$ cat config.mk
export PLATFORM = sky130hd
export DESIGN_NAME = msc_mode_strap_config_latch
export DESIGN_NICKNAME = d
export VERILOG_FILES = /design/src/rtl/msc_pkg.sv /design/src/rtl/msc_mode_strap_config_latch.sv
export SDC_FILE = /design/constraint.sdc
export NUM_CORES = 1
export LEC_CHECK = 0
export BUFFER_PORTS_ARGS = -buffer_cell sky130_fd_sc_hd__buf_4
export CORE_ASPECT_RATIO = 1.25
export CORE_UTILIZATION = 43
export CTS_CLUSTER_DIAMETER = 120
export CTS_CLUSTER_SIZE = 8
export DETAILED_ROUTE_END_ITERATION = 16
export PLACE_DENSITY = 0.68
export SETUP_SLACK_MARGIN = 0.2
export SYNTH_ARGS = -nofsm -noshare
export SYNTH_HDL_FRONTEND = slang
export SYNTH_SLANG_ARGS = --single-unit
$ cat constraint.sdc
create_clock -name i_sys_clk -period 4.3 [get_ports i_sys_clk]
set_input_delay 0.86 -clock i_sys_clk [delete_from_list [all_inputs] [get_ports i_sys_clk]]
set_output_delay 0.86 -clock i_sys_clk [all_outputs]
set_load 0.03 [all_outputs]
$ cat src/rtl/msc_pkg.sv
// constants of the mode strap configuration latch
package msc_pkg;

	// ----------------------------------------------------------------
	// clock and timing
	// ----------------------------------------------------------------
	localparam int unsigned CLK_FREQ_MHZ    = 200;
	localparam int unsigned STRAP_SETTLE_NS = 100;
	localparam int unsigned STRAP_SETTLE_CYC =
		(STRAP_SETTLE_NS * CLK_FREQ_MHZ + 999) / 1000;

	// ----------------------------------------------------------------
	// register offsets
	// ----------------------------------------------------------------
	localparam logic [7:0] ADDR_BRIDGE_CONTROL       = 8'h4F;
	localparam logic [7:0] ADDR_BRIDGE_CONFIGURATION = 8'h54;
	localparam logic [7:0] ADDR_DUAL_LINK_CONTROL    = 8'h5B;
	localparam logic [7:0] ADDR_REMOTE_ID_ADDRESS    = 8'h70;

	// ----------------------------------------------------------------
	// field positions and reset values
	// ----------------------------------------------------------------
	localparam int unsigned POS_DISPLAY_ID_DISABLE  = 0;
	localparam int unsigned POS_AUDIO_MODE          = 1;
	localparam int unsigned POS_REMOTE_ID_COPY      = 5;
	localparam int unsigned POS_EXTERNAL_CONTROL    = 7;
	localparam int unsigned POS_COAXIAL_CABLE       = 7;
	localparam logic [2:0]  FORCE_SINGLE_CODE       = 3'h4;
	localparam logic [7:0]  RST_BRIDGE_CONTROL      = 8'h00;
	localparam logic [7:0]  RST_BRIDGE_CONFIGURATION = 8'h00;
	localparam logic [7:0]  RST_DUAL_LINK_CONTROL   = 8'h00;
	localparam logic [7:0]  RST_REMOTE_ID_ADDRESS   = 8'hA0;

	// ----------------------------------------------------------------
	// strap levels as 8-bit ratio codes (ratio times 255)
	// ----------------------------------------------------------------
	localparam logic [8:0] LVL_0000 = 9'h000;
	localparam logic [8:0] LVL_0208 = 9'h035;
	localparam logic [8:0] LVL_0323 = 9'h052;
	localparam logic [8:0] LVL_0440 = 9'h070;
	localparam logic [8:0] LVL_0553 = 9'h08D;
	localparam logic [8:0] LVL_0668 = 9'h0AA;
	localparam logic [8:0] LVL_0789 = 9'h0C9;
	localparam logic [8:0] LVL_1000 = 9'h0FF;

	// ----------------------------------------------------------------
	// link frequency and spread spectrum limits
	// ----------------------------------------------------------------
	localparam logic [17:0] SINGLE_MAX_KHZ  = 18'h19A28; // 105000 kHz
	localparam logic [17:0] LEGACY_MAX_KHZ  = 18'h14C08; // 85000 kHz
	localparam logic [11:0] SSC_DEV_MAX_CPCT = 12'h0FA; // 2.50 %
	localparam logic [11:0] SSC_RATE_MAX_KHZ = 12'h064; // 100 kHz

	// capture sequencer states
	typedef enum logic [1:0] {
		MSC_SETTLE  = 2'b00,
		MSC_CAPTURE = 2'b01,
		MSC_RUN     = 2'b10
	} msc_state_t;

endpackage
$ cat src/rtl/msc_mode_strap_config_latch.sv
// power-up strap decode, configuration registers and single-link control
// Function
// - config from straps or software register bits
// - capture decoded straps into registers at power-up
// - strap 0 four levels give two bits
// - strap 1 eight levels give n-1
// - id select picks remote search or local
// - remote id address defaults, software replaceable
// - aux audio bit adds auxiliary audio channel
// - override bit hands control to external controller
// - cable bit selects twisted pair or cable_type_select
// - copy bit loads remote id into sram
// - id select stored in bridge control bit0
// - aux audio stored in configuration bit1
// - override stored in configuration bit7
// - cable type stored in dual control bit7
// - remote copy stored in configuration bit5
// - latched fields readable and writable by software
// - single link carries 24-bit video to 105 MHz
// - legacy receivers only below 85 MHz
// - secondary link may carry high-speed control
// - forced single disables secondary phy, back channel
// - in DVI mode only, tolerate triangular spread clock, not both maxima
`timescale 1ns/1ps
module msc_mode_strap_config_latch
	import msc_pkg::*;
#(
	parameter int unsigned SETTLE_CYC = STRAP_SETTLE_CYC
)(
	input  wire logic        i_sys_clk,
	input  wire logic        i_rst_b,
	input  wire logic [7:0]  i_config_strap_input_0,
	input  wire logic [7:0]  i_config_strap_input_1,
	input  wire logic [7:0]  i_reg_addr,
	input  wire logic        i_reg_wr,
	input  wire logic [7:0]  i_reg_wdata,
	input  wire logic        i_reg_rd,
	output logic [7:0]       o_reg_rdata,
	output logic             o_reg_rvalid,
	input  wire logic [17:0] i_pixel_freq_khz,
	input  wire logic        i_legacy_receiver,
	input  wire logic        i_rx_hscc_capable,
	input  wire logic        i_dvi_mode,
	input  wire logic [11:0] i_ssc_dev_cpct,
	input  wire logic [11:0] i_ssc_rate_khz,
	output logic             o_config_ready,
	output logic             o_remote_id_search,
	output logic             o_local_id_use,
	output logic [7:0]       o_remote_id_address,
	output logic             o_aux_audio_enable,
	output logic             o_external_control,
	output logic             o_coaxial_cable,
	output logic             o_remote_id_copy,
	output logic             o_secondary_tx_enable,
	output logic             o_back_channel_enable,
	output logic             o_hscc_enable,
	output logic             o_video_freq_ok,
	output logic             o_ssc_in_range
);

	// ----------------------------------------------------------------
	// spread spectrum limit
	// ----------------------------------------------------------------
	// weight 2*dev + 5*rate scores 500 for either maximum alone; the
	// limit allows full deviation with half the rate, or the reverse
	localparam logic [13:0] SSC_WEIGHT_MAX =
		14'(2 * SSC_DEV_MAX_CPCT + (5 * SSC_RATE_MAX_KHZ) / 2);

	// ----------------------------------------------------------------
	// declarations
	// ----------------------------------------------------------------
	logic [7:0] s0_meta_reg;
	logic [7:0] s0_sync_reg;
	logic [7:0] s1_meta_reg;
	logic [7:0] s1_sync_reg;
	msc_state_t state_reg;
	logic [15:0] settle_cnt_reg;
	logic [1:0] strap0_bits;
	logic [2:0] strap1_bits;
	logic [7:0] bridge_control_reg;
	logic [7:0] bridge_configuration_reg;
	logic [7:0] dual_link_control_reg;
	logic [7:0] remote_id_address_reg;
	logic       capture;
	logic       forced_single;
	logic [13:0] ssc_weight;
	logic [8:0] code0;
	logic [8:0] code1;

	// ----------------------------------------------------------------
	// strap synchronisers
	// ----------------------------------------------------------------
	// two stages before any decode reads the pins; the straps are
	// static resistor levels, so bits of a code arriving one edge
	// apart do no harm: the settle count outlasts that skew
	always_ff @(posedge i_sys_clk)
	begin
		if (!i_rst_b)
		begin
			s0_meta_reg <= 8'h00;
			s0_sync_reg <= 8'h00;
			s1_meta_reg <= 8'h00;
			s1_sync_reg <= 8'h00;
		end
		else
		begin
			s0_meta_reg <= i_config_strap_input_0;
			s0_sync_reg <= s0_meta_reg;
			s1_meta_reg <= i_config_strap_input_1;
			s1_sync_reg <= s1_meta_reg;
		end
	end

	// ----------------------------------------------------------------
	// level decode, thresholds midway between adjacent levels
	// ----------------------------------------------------------------
	// codes widened to the width of the level constants; twice the
	// code against the sum of two levels is a midpoint compare
	assign code0 = {1'b0, s0_sync_reg};
	assign code1 = {1'b0, s1_sync_reg};

	// strap 0: four levels to id select and aux audio
	always_comb
	begin
		if (2 * code0 < LVL_0000 + LVL_0208)
			strap0_bits = 2'h0;
		else if (2 * code0 < LVL_0208 + LVL_0553)
			strap0_bits = 2'h1;
		else if (2 * code0 < LVL_0553 + LVL_0668)
			strap0_bits = 2'h2;
		else
			strap0_bits = 2'h3;
	end

	// strap 1: level n gives n-1
	always_comb
	begin
		if (2 * code1 < LVL_0000 + LVL_0208)
			strap1_bits = 3'h0;
		else if (2 * code1 < LVL_0208 + LVL_0323)
			strap1_bits = 3'h1;
		else if (2 * code1 < LVL_0323 + LVL_0440)
			strap1_bits = 3'h2;
		else if (2 * code1 < LVL_0440 + LVL_0553)
			strap1_bits = 3'h3;
		else if (2 * code1 < LVL_0553 + LVL_0668)
			strap1_bits = 3'h4;
		else if (2 * code1 < LVL_0668 + LVL_0789)
			strap1_bits = 3'h5;
		else if (2 * code1 < LVL_0789 + LVL_1000)
			strap1_bits = 3'h6;
		else
			strap1_bits = 3'h7;
	end

	// ----------------------------------------------------------------
	// power-up capture sequencer
	// ----------------------------------------------------------------
	// wait for straps to settle, capture once, then never again
	// the sequencer parks in run, so later strap moves are ignored
	always_ff @(posedge i_sys_clk)
	begin
		if (!i_rst_b)
		begin
			state_reg      <= MSC_SETTLE;
			settle_cnt_reg <= 16'h0000;
		end
		else
		begin
			unique case (state_reg)
				MSC_SETTLE:
				begin
					settle_cnt_reg <= settle_cnt_reg + 16'h0001;
					if (settle_cnt_reg == 16'(SETTLE_CYC - 1))
						state_reg <= MSC_CAPTURE;
				end
				MSC_CAPTURE:
					state_reg <= MSC_RUN;
				MSC_RUN:
					state_reg <= MSC_RUN;
				default:
					state_reg <= MSC_SETTLE;
			endcase
		end
	end

	// capture is the one cycle in which the straps, not software,
	// decide the strap fields; afterwards only writes change them
	assign capture        = (state_reg == MSC_CAPTURE);
	assign o_config_ready = (state_reg == MSC_RUN);

	// ----------------------------------------------------------------
	// configuration registers
	// ----------------------------------------------------------------
	// bridge control: capture wins over a write in the same cycle
	always_ff @(posedge i_sys_clk)
	begin
		if (!i_rst_b)
			bridge_control_reg <= RST_BRIDGE_CONTROL;
		else if (capture)
			bridge_control_reg[POS_DISPLAY_ID_DISABLE] <= strap0_bits[1];
		else if (i_reg_wr && i_reg_addr == ADDR_BRIDGE_CONTROL)
			bridge_control_reg <= i_reg_wdata;
	end

	// bridge configuration: audio mode, remote copy, override
	always_ff @(posedge i_sys_clk)
	begin
		if (!i_rst_b)
			bridge_configuration_reg <= RST_BRIDGE_CONFIGURATION;
		else if (capture)
		begin
			bridge_configuration_reg[POS_AUDIO_MODE]       <= strap0_bits[0];
			bridge_configuration_reg[POS_EXTERNAL_CONTROL] <= strap1_bits[2];
			bridge_configuration_reg[POS_REMOTE_ID_COPY]   <= strap1_bits[0];
		end
		else if (i_reg_wr && i_reg_addr == ADDR_BRIDGE_CONFIGURATION)
			bridge_configuration_reg <= i_reg_wdata;
	end

	// dual link control: cable type and link mode
	always_ff @(posedge i_sys_clk)
	begin
		if (!i_rst_b)
			dual_link_control_reg <= RST_DUAL_LINK_CONTROL;
		else if (capture)
			dual_link_control_reg[POS_COAXIAL_CABLE] <= strap1_bits[1];
		else if (i_reg_wr && i_reg_addr == ADDR_DUAL_LINK_CONTROL)
			dual_link_control_reg <= i_reg_wdata;
	end

	// remote display id bus address
	// not a strap field, so the capture leaves it alone
	always_ff @(posedge i_sys_clk)
	begin
		if (!i_rst_b)
			remote_id_address_reg <= RST_REMOTE_ID_ADDRESS;
		else if (i_reg_wr && i_reg_addr == ADDR_REMOTE_ID_ADDRESS)
			remote_id_address_reg <= i_reg_wdata;
	end

	// ----------------------------------------------------------------
	// register read port
	// ----------------------------------------------------------------
	// one-cycle read latency, unmapped offsets read zero
	// reads have no side effect on any field
	always_ff @(posedge i_sys_clk)
	begin
		if (!i_rst_b)
		begin
			o_reg_rdata  <= 8'h00;
			o_reg_rvalid <= 1'b0;
		end
		else
		begin
			o_reg_rvalid <= i_reg_rd;
			if (i_reg_rd)
			begin
				unique case (i_reg_addr)
					ADDR_BRIDGE_CONTROL:       o_reg_rdata <= bridge_control_reg;
					ADDR_BRIDGE_CONFIGURATION:
						o_reg_rdata <= bridge_configuration_reg;
					ADDR_DUAL_LINK_CONTROL:    o_reg_rdata <= dual_link_control_reg;
					ADDR_REMOTE_ID_ADDRESS:    o_reg_rdata <= remote_id_address_reg;
					default:                   o_reg_rdata <= 8'h00;
				endcase
			end
		end
	end

	// ----------------------------------------------------------------
	// configuration outputs, driven by register fields, and by i_rx_hscc_capable for o_hscc_enable
	// ----------------------------------------------------------------
	// forced single turns off the secondary transmitter and its
	// back channel; every other link mode code leaves them on
	assign forced_single =
		(dual_link_control_reg[2:0] == FORCE_SINGLE_CODE);

	// registered so outputs change one cycle after the field
	// gating by ready holds every output but o_remote_id_address low until the capture
	always_ff @(posedge i_sys_clk)
	begin
		if (!i_rst_b)
		begin
			o_remote_id_search    <= 1'b0;
			o_local_id_use        <= 1'b0;
			o_remote_id_address   <= RST_REMOTE_ID_ADDRESS;
			o_aux_audio_enable    <= 1'b0;
			o_external_control    <= 1'b0;
			o_coaxial_cable       <= 1'b0;
			o_remote_id_copy      <= 1'b0;
			o_secondary_tx_enable <= 1'b0;
			o_back_channel_enable <= 1'b0;
			o_hscc_enable         <= 1'b0;
		end
		else
		begin
			o_remote_id_search <= o_config_ready &&
				!bridge_control_reg[POS_DISPLAY_ID_DISABLE];
			o_local_id_use <= o_config_ready &&
				bridge_control_reg[POS_DISPLAY_ID_DISABLE];
			o_remote_id_address <= remote_id_address_reg;
			o_aux_audio_enable <= o_config_ready &&
				bridge_configuration_reg[POS_AUDIO_MODE];
			o_external_control <= o_config_ready &&
				bridge_configuration_reg[POS_EXTERNAL_CONTROL];
			o_coaxial_cable <= o_config_ready &&
				dual_link_control_reg[POS_COAXIAL_CABLE];
			o_remote_id_copy <= o_config_ready &&
				bridge_configuration_reg[POS_REMOTE_ID_COPY];
			o_secondary_tx_enable <= o_config_ready && !forced_single;
			o_back_channel_enable <= o_config_ready && !forced_single;
			o_hscc_enable <= o_config_ready && !forced_single &&
				i_rx_hscc_capable;
		end
	end

	// ----------------------------------------------------------------
	// frequency and spread spectrum checks
	// ----------------------------------------------------------------
	// combined weight: full deviation counts 500, full rate counts 500
	assign ssc_weight = 14'(2 * i_ssc_dev_cpct) + 14'(5 * i_ssc_rate_khz);

	always_ff @(posedge i_sys_clk)
	begin
		if (!i_rst_b)
		begin
			o_video_freq_ok <= 1'b0;
			o_ssc_in_range  <= 1'b0;
		end
		else
		begin
			// legacy receivers need a lower ceiling
			o_video_freq_ok <= i_legacy_receiver ?
				(i_pixel_freq_khz < LEGACY_MAX_KHZ) :
				(i_pixel_freq_khz <= SINGLE_MAX_KHZ);
			// both maxima together are out of range
			o_ssc_in_range <= i_dvi_mode &&
				(i_ssc_dev_cpct <= SSC_DEV_MAX_CPCT) &&
				(i_ssc_rate_khz <= SSC_RATE_MAX_KHZ) &&
				(ssc_weight <= SSC_WEIGHT_MAX);
		end
	end

endmodule

==> impl_metrics.env, run 1 <==
export IMPL_outcome="complete, no violations"
export IMPL_cts_inserted_buffers=9
export IMPL_combinational_family_with_the_most_area_after_synthesis="simple AND/OR/NAND/NOR gates"
export IMPL_ctsHtreeMaxLevel=3
export IMPL_min_period_ps=3570
export IMPL_post_synth_fa_ha_maj_area_fraction_pct=10.6
export IMPL_cts_sinks=109
export IMPL_syn2layout_area_growth_pct=23.3
export IMPL_gp_routability_congestion=0.898
export IMPL_synth_yosys_seq_area_share_pct=40.6
export IMPL_async_flop_share_pct=0
export IMPL_synth_net_count=709
export IMPL_finalMaxSlewViolations=0
export IMPL_worst_endpoint_arrival_ps=3820
export IMPL_p_seq_share_pct=44.9
export IMPL_fin_area_um2=6630
export IMPL_route_detailed_vias_per_inst=5.16
export IMPL_num_antenna_cells=0
export IMPL_maxCapViolCount=0
export IMPL_grt_overflow=0
export IMPL_power_frac_clock_pct=33.4
export IMPL_hold_worst_slack_ps=434
export IMPL_fmax_mhz=280
export IMPL_final_net_count=809
export IMPL_r2r_slack_ps=2370
export IMPL_cellLeakagePower_nw=2.91
export IMPL_grt_pass1_wl_um=19000
export IMPL_totalNegativeSetupSlack_ps=0
export IMPL_synth_xor_xnor_area_share_pct=3.42
export IMPL_rsz0062_at_grt="no"
export IMPL_finalHoldViolations=0
export IMPL_syn_inst=589
export IMPL_die_width_um=102
export IMPL_io_pin_count=110
export IMPL_path_max_fanout=6
export IMPL_clk_latency_ps=340
export IMPL_timing_critical_path_from_type="input pin"
export IMPL_tightestPinTransition_ps=602
export IMPL_drt_iter0_markers=116
export IMPL_number_of_global_route_vias_before_repair=4360
export IMPL_tritoncts="done"
export IMPL_placement_setup_worst_slack_ps=373
export IMPL_vias=4427
export IMPL_detail_route_first_pass_iterations=4
export IMPL_placement_io_buffers=109
export IMPL_yosys_most_used_dff="dfxtp_1"
export IMPL_switching_share_pct=29.0
export IMPL_ys_warn_count=0
export IMPL_max_vdd_ir_drop_mv=0.199
export IMPL_synth_area_per_cell_um2=9.13
export IMPL_net_switching_power_figure_uw=701
export IMPL_path_class="in -> reg"
export IMPL_number_of_antenna_violations_at_the_first_check_in_global_routing=0
export IMPL_ys_seq_elements=109
export IMPL_largest_reg_flops=16
export IMPL_setup_viol=0
export IMPL_final_period_utilization_pct=83.0
export IMPL_cts_repair_timing_setup_buffer_count=0
export IMPL_fp_dieArea_um2=13000
export IMPL_hold_path_class="reg -> reg"
export IMPL_total_half_perimeter_wirelength_after_legalization_and_detailed_placement_um=8650
export IMPL_post_synth_and_or_nand_nor_area_fraction_pct=22.3
export IMPL_crit_required_ps=4550
export IMPL_post_route_cells_drive_above_1_share_pct=20.2
export IMPL_cts_reportedPaths_clkPinSlew_ps=70
export IMPL_dpl_cell_area_um2=6340
export IMPL_setup_ws_ps=732
export IMPL_wl_um=11400
export IMPL_power_internal_mw=1.72
export IMPL_synthMuxAreaShare_pct=5.05
export IMPL_power_density_nw_per_um2=365
export IMPL_post_route_drc_count=0
export IMPL_cts_hold_repair_buffers=0
export IMPL_core_area_um2=12200
export IMPL_wl_per_cell_um=13.3
export IMPL_residual_antenna_violating_net_count_after_detailed_routing=0
export IMPL_clock_skew_final_ps=8.08
export IMPL_synth_compound_area_share_pct=13.0
export IMPL_report_power_total_mw=2.42
export IMPL_cts_root_buffer_cell="clkbuf_16"
export IMPL_yosys_cell_types_count=62
export IMPL_cts_resized_gates=0
export IMPL_ctsLongestPathBuffers=2
export IMPL_worst_setup_path_end_kind="register"
export IMPL_synth_enable_flop_cells=0
export IMPL_die_h_um=127
export IMPL_maxSlewHeadroom_pct=59.6
export IMPL_core_rowCount=45
export IMPL_floorplan_initialDensity_pct=44.2
export IMPL_power_share_combinational_pct=21.7
export IMPL_pin_count_of_the_biggest_net_entering_global_routing=57
export IMPL_grt_util_all_layers_pct=18.3
export IMPL_syn_cell_area_um2=5380
-- cells by family (layout without fill, tap and decap cells) --
| logic type | Yosys count | after routing |
|---|---|---|
| AOI/OAI and AO/OA | 102 | 102 |
| xor gates and xnor gates | 21 | 21 |
| DFF | 109 | 109 |
| adders and majority gates | 39 | 39 |
| and+or+nand+nor | 220 | 220 |
| buffers and inverters | 71 | 176 |
| muxes | 27 | 27 |
-- critical path, cell delays in order --
cell      delay [ps]
buf_4            120
ha_1             270
inv_1             50
fa_1             500
inv_1             40
ha_1             320
and2_1           190
a221oi_1         330
a21boi_1         220
a211o_1          270
a2111o_1         410
a311oi_1         240
-- cells in the mapped netlist (2+ instances only) --
cell | number | area [um2]
xor2_1 | 11 | 96.3
or2_2 | 3 | 18.8
nor2_1 | 60 | 225
or3_1 | 3 | 18.8
or4_1 | 2 | 15.0
clkbuf_1 | 22 | 82.6
mux2i_1 | 26 | 260
nor3_1 | 9 | 45.0
o311ai_0 | 2 | 17.5
o211ai_1 | 2 | 15.0
nand2_1 | 32 | 120
o22ai_1 | 3 | 18.8
nor4b_1 | 3 | 26.3
xnor2_1 | 10 | 87.6
dfxtp_1 | 109 | 2180
a31oi_1 | 4 | 25.0
inv_1 | 46 | 173
nand4_1 | 7 | 43.8
nor4_1 | 4 | 25.0
a21o_1 | 3 | 22.5
and3_1 | 7 | 43.8
ha_1 | 28 | 350
and2_1 | 41 | 257
nand3_1 | 19 | 95.1
a22o_1 | 16 | 140
nand4b_1 | 2 | 17.5
fa_1 | 11 | 220
and3b_1 | 2 | 17.5
and4_1 | 3 | 26.3
a21boi_0 | 2 | 15.0
a311oi_1 | 5 | 43.8
buf_2 | 2 | 10.0
o21ai_0 | 19 | 95.1
a21oi_1 | 25 | 125
nand2b_1 | 13 | 81.3
o21a_1 | 5 | 37.5
nor2b_1 | 3 | 18.8
-- metrics by stage --
step,cells,utilization (%)
after floorplan,589,-
after global placement,842,52.1
after detailed placement,842,52.1
after CTS,858,54.5
after global routing,858,54.5
final,858,54.5
-- power by group through the flow --
stage | combinational, mW | clock, mW | sequential [mW]
2_1_floorplan | 0.374 | 0 | 1.10
3_3_place_gp | 0.511 | 0 | 1.11
3_5_place_dp | 0.527 | 0 | 1.11
4_1_cts | 0.530 | 0.828 | 1.09
5_1_grt | 0.598 | 0.869 | 1.09
6_report | 0.525 | 0.808 | 1.09
-- metal layers --
layer | routed length [um] | up-vias | GRT usage (%) | share of wire [%]
li1 | - | 2227 | - | -
met1 | 4740 | 2084 | 20.3 | 42
met2 | 5920 | 100 | 33.6 | 52
met5 | 0 | - | 0 | 0
met3 | 511 | 16 | 3.45 | 4.5
met4 | 201 | 0 | 7.56 | 1.8
-- path summary, 6_finish.rpt --
check / startpoint / to / cells after the start
min: s0_meta_reg[0] / s0_sync_reg[0] / 1
max: i_ssc_rate_khz[4] / o_ssc_in_range / 12
min reg2reg: s0_meta_reg[0] / s0_sync_reg[0] / 1
max reg2reg: state_reg[0] / settle_cnt_reg[13] / 8
-- layout by cell type, fill, tap and decap left out, drive strengths merged, types with 2 or more instances in the layout --
| cell | Yosys | final |
|---|---|---|
| and2 | 41 | 41 |
| clkbuf | 22 | 9 |
| or3 | 3 | 3 |
| xor2 | 11 | 11 |
| nor4b | 5 | 5 |
| a31oi | 4 | 4 |
| o22ai | 3 | 3 |
| nand2b | 13 | 13 |
| nor2b | 3 | 3 |
| nand4 | 7 | 7 |
| nand4b | 2 | 2 |
| nand2 | 33 | 33 |
| o211ai | 2 | 2 |
| or4 | 2 | 2 |
| nand3 | 19 | 19 |
| ha | 28 | 28 |
| dfxtp | 109 | 109 |
| o21ai | 19 | 19 |
| o311ai | 2 | 2 |
| a21boi | 3 | 3 |
| buf | 3 | 114 |
| a22o | 16 | 16 |
| inv | 46 | 53 |
| or2 | 3 | 3 |
| a311oi | 5 | 5 |
| and4 | 3 | 3 |
| and3b | 2 | 2 |
| a21o | 3 | 3 |
| mux2i | 26 | 26 |
| nor3 | 9 | 9 |
| fa | 11 | 11 |
| nor2 | 60 | 60 |
| nor4 | 5 | 5 |
| a21oi | 25 | 25 |
| xnor2 | 10 | 10 |
| and3 | 7 | 7 |
| o21a | 5 | 5 |
-- layout make-up --
class	count	area [um2]
Tap cell	164	205
Fill cell	1134	5530
Timing Repair Buffer	114	856
Clock buffer	9	225
Multi-Input combinational cell	409	2920
Clock inverter	7	68.8
Sequential cell	109	2180
Inverter	46	173
Note: power is estimated with default switching activity, not from simulation.
==> run 2: changes to the inputs <==
--- a/config.mk
+++ b/config.mk
@@ -11,7 +11,7 @@
 export CTS_CLUSTER_DIAMETER = 120
 export CTS_CLUSTER_SIZE = 8
 export DETAILED_ROUTE_END_ITERATION = 16
-export PLACE_DENSITY = 0.68
+export PLACE_DENSITY = 0.71
 export SETUP_SLACK_MARGIN = 0.2
 export SYNTH_ARGS = -nofsm -noshare
 export SYNTH_HDL_FRONTEND = slang
==> constraint.sdc (replaced) <==
create_clock -name i_sys_clk -period 3 [get_ports i_sys_clk]
set_input_delay 0.6 -clock i_sys_clk [delete_from_list [all_inputs] [get_ports i_sys_clk]]
set_output_delay 0.6 -clock i_sys_clk [all_outputs]
set_load 0.03 [all_outputs]
==> run 2 against run 1 <==
Effect of this change: design area grew 5.9%; global-route usage is 1.3 points higher; clock power grew 49%; utilization grew 3.2 points.
==> impl_metrics.env, run 2 (synthesis results as in run 1) <==
export IMPL_outcome="complete, no violations"
export IMPL_ctsHtreeMaxLevel=3
export IMPL_core_area_um2=12200
export IMPL_cellLeakagePower_nw=3.06
export IMPL_drt_iter0_markers=157
export IMPL_fp_dieArea_um2=13000
export IMPL_gr_usage_met3_pct=4.32
export IMPL_final_period_utilization_pct=98.2
export IMPL_critical_path_slowest_cell="fa_1"
export IMPL_min_period_ps=2940
export IMPL_total_half_perimeter_wirelength_after_legalization_and_detailed_placement_um=9220
export IMPL_cp_num_cells=12
export IMPL_tightestPinTransition_ps=485
export IMPL_numPlacedInstances=867
export IMPL_hold_worst_slack_ps=410
export IMPL_number_of_global_route_vias_before_repair=4554
export IMPL_residual_antenna_violating_net_count_after_detailed_routing=0
export IMPL_cts_sinks=109
export IMPL_tritoncts="done"
export IMPL_worst_setup_path_end_kind="register"
export IMPL_die_h_um=127
export IMPL_maxCapViolCount=0
export IMPL_maxSlewHeadroom_pct=67.5
export IMPL_crit_required_ps=3260
export IMPL_grt_pass1_wl_um=20000
export IMPL_layout_common_cells="buf_4 (141), dfxtp_1 (109), nor2_1 (60)"
export IMPL_clk_latency_ps=350
export IMPL_critical_path_max_stage_delay_ps=490
export IMPL_use_met2_pct=36.1
export IMPL_max_vdd_ir_drop_mv=0.354
export IMPL_cts_inserted_buffers=9
export IMPL_placement_io_buffers=109
export IMPL_route_detailed_vias_per_inst=5.16
export IMPL_largest_reg_flops=16
export IMPL_cts_root_buffer_cell="clkbuf_16"
export IMPL_vias=4571
export IMPL_floorplan_initialDensity_pct=44.2
export IMPL_cts_reportedPaths_clkPinSlew_ps=70
export IMPL_rsz0062_at_grt="yes"
export IMPL_finalMaxSlewViolations=0
export IMPL_final_common_cell="buf_4"
export IMPL_timing_critical_path_from_type="input pin"
export IMPL_grt_util_all_layers_pct=19.6
export IMPL_setup_viol=0
export IMPL_clock_skew_final_ps=8.24
export IMPL_worst_endpoint_arrival_ps=3210
export IMPL_wl_per_cell_um=14.1
export IMPL_use_met1_pct=21.6
export IMPL_hold_path_class="in -> reg"
export IMPL_number_of_antenna_violations_at_the_first_check_in_global_routing=0
export IMPL_timing_hold_worst_path_depth=2
export IMPL_ctsLongestPathBuffers=2
export IMPL_grt_overflow=0
export IMPL_path_class="in -> reg"
export IMPL_fmax_mhz=340
export IMPL_critical_path_top_delay_family="compound AO/OA/AOI/OAI gates"
export IMPL_grt_busiest_layer="met2"
export IMPL_final_net_count=837
export IMPL_finalHoldViolations=0
export IMPL_num_antenna_cells=0
export IMPL_cp_num_buf_inv=3
export IMPL_core_rowCount=45
export IMPL_pin_count_of_the_biggest_net_entering_global_routing=52
export IMPL_io_pin_count=110
export IMPL_detail_route_first_pass_iterations=4
export IMPL_die_width_um=102
export IMPL_worst_path_most_repeated_cell="ha_4"
export IMPL_path_max_fanout=3
export IMPL_syn2layout_area_growth_pct=30.7
export IMPL_power_density_nw_per_um2=530
export IMPL_cp_cell_sequence="buf_4, ha_4, inv_1, fa_1, inv_2, ha_4, and2_4, a221oi_4, a21boi_2, a211o_1, a2111o_1, a311oi_2"
export IMPL_final_cells=886
export IMPL_post_route_cells_drive_above_1_share_pct=26.7
export IMPL_worst_r2r_cell_count=8
export IMPL_gp_routability_congestion=0.833
export IMPL_post_route_drc_count=0
export IMPL_wl_um=12500
-- run 2: stage by stage --
step | utilization [%] | cell area (um2) | power (mW) | setup TNS (ps) | worst slack, ps
final | 57.8 | 7020 | 3.73 | 0 | 55.3
after global routing | 57.8 | 7020 | 3.94 | -2.82 | -2.82
after CTS | 57.1 | 6940 | 3.70 | 0 | 132
after detailed placement | 54.3 | 6600 | 2.48 | -338 | -338
after global placement | 54.3 | 6600 | 2.45 | -266 | -266
after floorplan | - | 5450 | 2.15 | -12.9 | -12.9
-- run 2: per-layer routing --
layer  vias up  wire length (um)
met3        20               579
met5         -                 0
li1       2289                 -
met4         0               213
met1      2144              5050
met2       118              6610
-- run 2: worst paths after layout --
path	from	to	slack [ps]
max	i_ssc_rate_khz[6]	o_ssc_in_range	60
min	i_pixel_freq_khz[17]	o_video_freq_ok	410
max reg2reg	state_reg[0]	settle_cnt_reg[13]	1060
min reg2reg	s1_meta_reg[0]	s1_sync_reg[0]	430
-- run 2: final cells by class --
type	count	area, um2
fill	1096	5140
multi-input combinational	409	3090
sequential	109	2180
timing repair buffer	142	1070
clock buffer	10	239
tap	164	205
inverter	46	173
clock inverter	6	66.3
-- run 2: timing repair --
action | in CTS | in global routing
pin swaps | 3 | 16
hold buffers | 0 | 0
resized for setup | 5 | 11
buffers inserted | 1 | 2
setup endpoints to repair | 1 | 1
-- run 2: power by group --
group          switching, mW  total [mW]  internal [mW]
clock                  0.521        1.20          0.676
combinational          0.475       0.971          0.496
sequential            0.0474        1.56           1.51
total                   1.04        3.73           2.68
==> run 3: changes to the inputs <==
--- a/config.mk
+++ b/config.mk
@@ -5,12 +5,12 @@
 export SDC_FILE = /design/constraint.sdc
 export NUM_CORES = 1
 export LEC_CHECK = 0
-export BUFFER_PORTS_ARGS = -buffer_cell sky130_fd_sc_hd__buf_4
 export CORE_ASPECT_RATIO = 1.25
-export CORE_UTILIZATION = 43
+export CORE_UTILIZATION = 53
 export CTS_CLUSTER_DIAMETER = 120
 export CTS_CLUSTER_SIZE = 8
 export DETAILED_ROUTE_END_ITERATION = 16
+export DONT_BUFFER_PORTS = 1
 export PLACE_DENSITY = 0.71
 export SETUP_SLACK_MARGIN = 0.2
 export SYNTH_ARGS = -nofsm -noshare
==> constraint.sdc (replaced) <==
create_clock -name i_sys_clk -period 3.48 [get_ports i_sys_clk]
set_input_delay 0.696 -clock i_sys_clk [delete_from_list [all_inputs] [get_ports i_sys_clk]]
set_output_delay 0.696 -clock i_sys_clk [all_outputs]
set_load 0.03 [all_outputs]
==> run 3 against run 2 <==
Effect of this change: sequential power decreased by 13%; combinational power decreased by 40%; die area decreased by 19%; non-clock buffer count decreased by 136; critical endpoint unchanged; highest routed layer unchanged.
==> impl_metrics.env, run 3 (synthesis results as in run 1) <==
export IMPL_outcome="complete, no violations"
export IMPL_number_of_antenna_violations_at_the_first_check_in_global_routing=0
export IMPL_grt_util_all_layers_pct=22.1
export IMPL_hold_path_class="in -> reg"
export IMPL_cts_hold_repair_buffers=0
export IMPL_layout_common_cells="dfxtp_1 (109), nor2_1 (60), inv_1 (46)"
export IMPL_post_route_cells_drive_above_1_share_pct=5.98
export IMPL_die_h_um=115
export IMPL_fp_dieArea_um2=10600
export IMPL_finalMaxSlewViolations=0
export IMPL_ctsLongestPathBuffers=2
export IMPL_clk_latency_ps=340
export IMPL_final_period_utilization_pct=89.3
export IMPL_finalHoldViolations=0
export IMPL_worst_setup_path_end_kind="register"
export IMPL_vias=4059
export IMPL_die_width_um=92.1
export IMPL_maxSlewHeadroom_pct=61.9
export IMPL_syn2layout_area_growth_pct=8.17
export IMPL_cts_root_buffer_cell="clkbuf_16"
export IMPL_ctsHtreeMaxLevel=3
export IMPL_power_density_nw_per_um2=507
export IMPL_grt_pass1_wl_um=18500
export IMPL_cts_inserted_buffers=9
export IMPL_core_area_um2=9710
export IMPL_min_period_ps=3110
export IMPL_detail_route_first_pass_iterations=5
export IMPL_cts_reportedPaths_clkPinSlew_ps=70
export IMPL_timing_critical_path_from_type="input pin"
export IMPL_cellLeakagePower_nw=2.38
export IMPL_cts_resized_gates=0
export IMPL_layout_filler_cells=836
export IMPL_tritoncts="done"
export IMPL_path_class="in -> reg"
export IMPL_wl_per_cell_um=15.6
export IMPL_totalNegativeSetupSlack_ps=0
export IMPL_crit_required_ps=3730
export IMPL_worst_endpoint_arrival_ps=3360
export IMPL_pin_count_of_the_biggest_net_entering_global_routing=57
export IMPL_setup_viol=0
export IMPL_num_antenna_cells=0
export IMPL_final_net_count=701
export IMPL_placement_io_buffers=0
export IMPL_fmax_mhz=322
export IMPL_number_of_global_route_vias_before_repair=4022
export IMPL_max_vdd_ir_drop_mv=0.471
export IMPL_gp_routability_congestion=0.882
export IMPL_timing_hold_worst_path_depth=1
export IMPL_rsz0062_at_grt="no"
export IMPL_maxCapViolCount=0
export IMPL_post_route_drc_count=0
export IMPL_core_rowCount=40
export IMPL_worst_r2r_cell_count=8
export IMPL_grt_overflow=0
export IMPL_hold_worst_slack_ps=431
export IMPL_path_max_fanout=6
export IMPL_tightestPinTransition_ps=571
export IMPL_route_detailed_vias_per_inst=5.71
export IMPL_cts_repair_timing_setup_buffer_count=0
export IMPL_drt_iter0_markers=151
export IMPL_total_half_perimeter_wirelength_after_legalization_and_detailed_placement_um=8530
export IMPL_cts_sinks=109
export IMPL_largest_reg_flops=16
export IMPL_residual_antenna_violating_net_count_after_detailed_routing=0
export IMPL_final_common_cell="dfxtp_1"
export IMPL_io_pin_count=110
export IMPL_wl_um=11100
export IMPL_clock_skew_final_ps=8.65
export IMPL_floorplan_initialDensity_pct=55.4
==> run 3: cell types whose count changed in the layout (fill, tap and decap cells not counted), moves of 2 or more <==
| cell | change |
|---|---|
| a311oi_2 | -2 |
| ha_4 | -6 |
| a311oi_1 | +2 |
| inv_1 | +4 |
| inv_2 | -4 |
| buf_4 | -135 |
| ha_1 | +7 |
| clkinv_2 | -2 |
==> run 3: power by group <==
| group | switching [mW] | internal [mW] |
|---|---|---|
| Combinational | 0.316 | 0.270 |
| Sequential | 0.0457 | 1.30 |
| Clock | 0.434 | 0.579 |
| Total | 0.796 | 2.15 |
==> run 3: layout make-up <==
cell class | count | area [um2] | area share (%)
clock inverter | 4 | 55.1 | 0.947
multi-input combinational | 409 | 2960 | 50.9
tap | 126 | 158 | 2.71
timing repair buffer | 6 | 45.0 | 0.775
sequential | 109 | 2180 | 37.5
clock buffer | 11 | 243 | 4.17
inverter | 46 | 173 | 2.97
==> run 3: metal layers <==
metal  part of all wire [%]  vias to the layer above  global-route usage (%)
met2                     51                      112                    39.8
met1                     42                     1916                    25.5
li1                       -                     2011                       -
met3                    5.6                       20                    5.31
met4                    2.1                        0                    7.29
met5                      0                        -                       0
==> run 3: worst max-delay path, cell delays in order <==
cell and delay (ps):
ha_1 250, inv_1 50, fa_1 490, inv_1 40, ha_1 360, a21o_1 230
a21oi_2 170, xnor2_1 90, a211o_1 300, a2111o_1 430, a311oi_1 240
==> run 3: metrics by stage <==
step / power [mW] / worst slack [ps] / std cells / utilization [%] / cell area (um2)
final: 2.95 / 372 / 711 / 59.9 / 5810
after global routing: 3.11 / 247 / 711 / 59.9 / 5810
after CTS: 2.98 / 409 / 711 / 59.9 / 5810
after detailed placement: 1.96 / 49.0 / 696 / 56.8 / 5520
after global placement: 1.93 / 98.8 / 696 / 56.8 / 5520
after floorplan: 1.84 / 219 / 589 / - / 5410
==> run 3: path summary, 6_finish.rpt <==
| kind | slack (ps) | end | from |
|---|---|---|---|
| max | 370 | o_ssc_in_range | i_ssc_rate_khz[7] |
| min | 430 | o_video_freq_ok | i_pixel_freq_khz[17] |
| max reg2reg | 1540 | settle_cnt_reg[13] | state_reg[0] |
| min reg2reg | 430 | s0_sync_reg[2] | s0_meta_reg[2] |
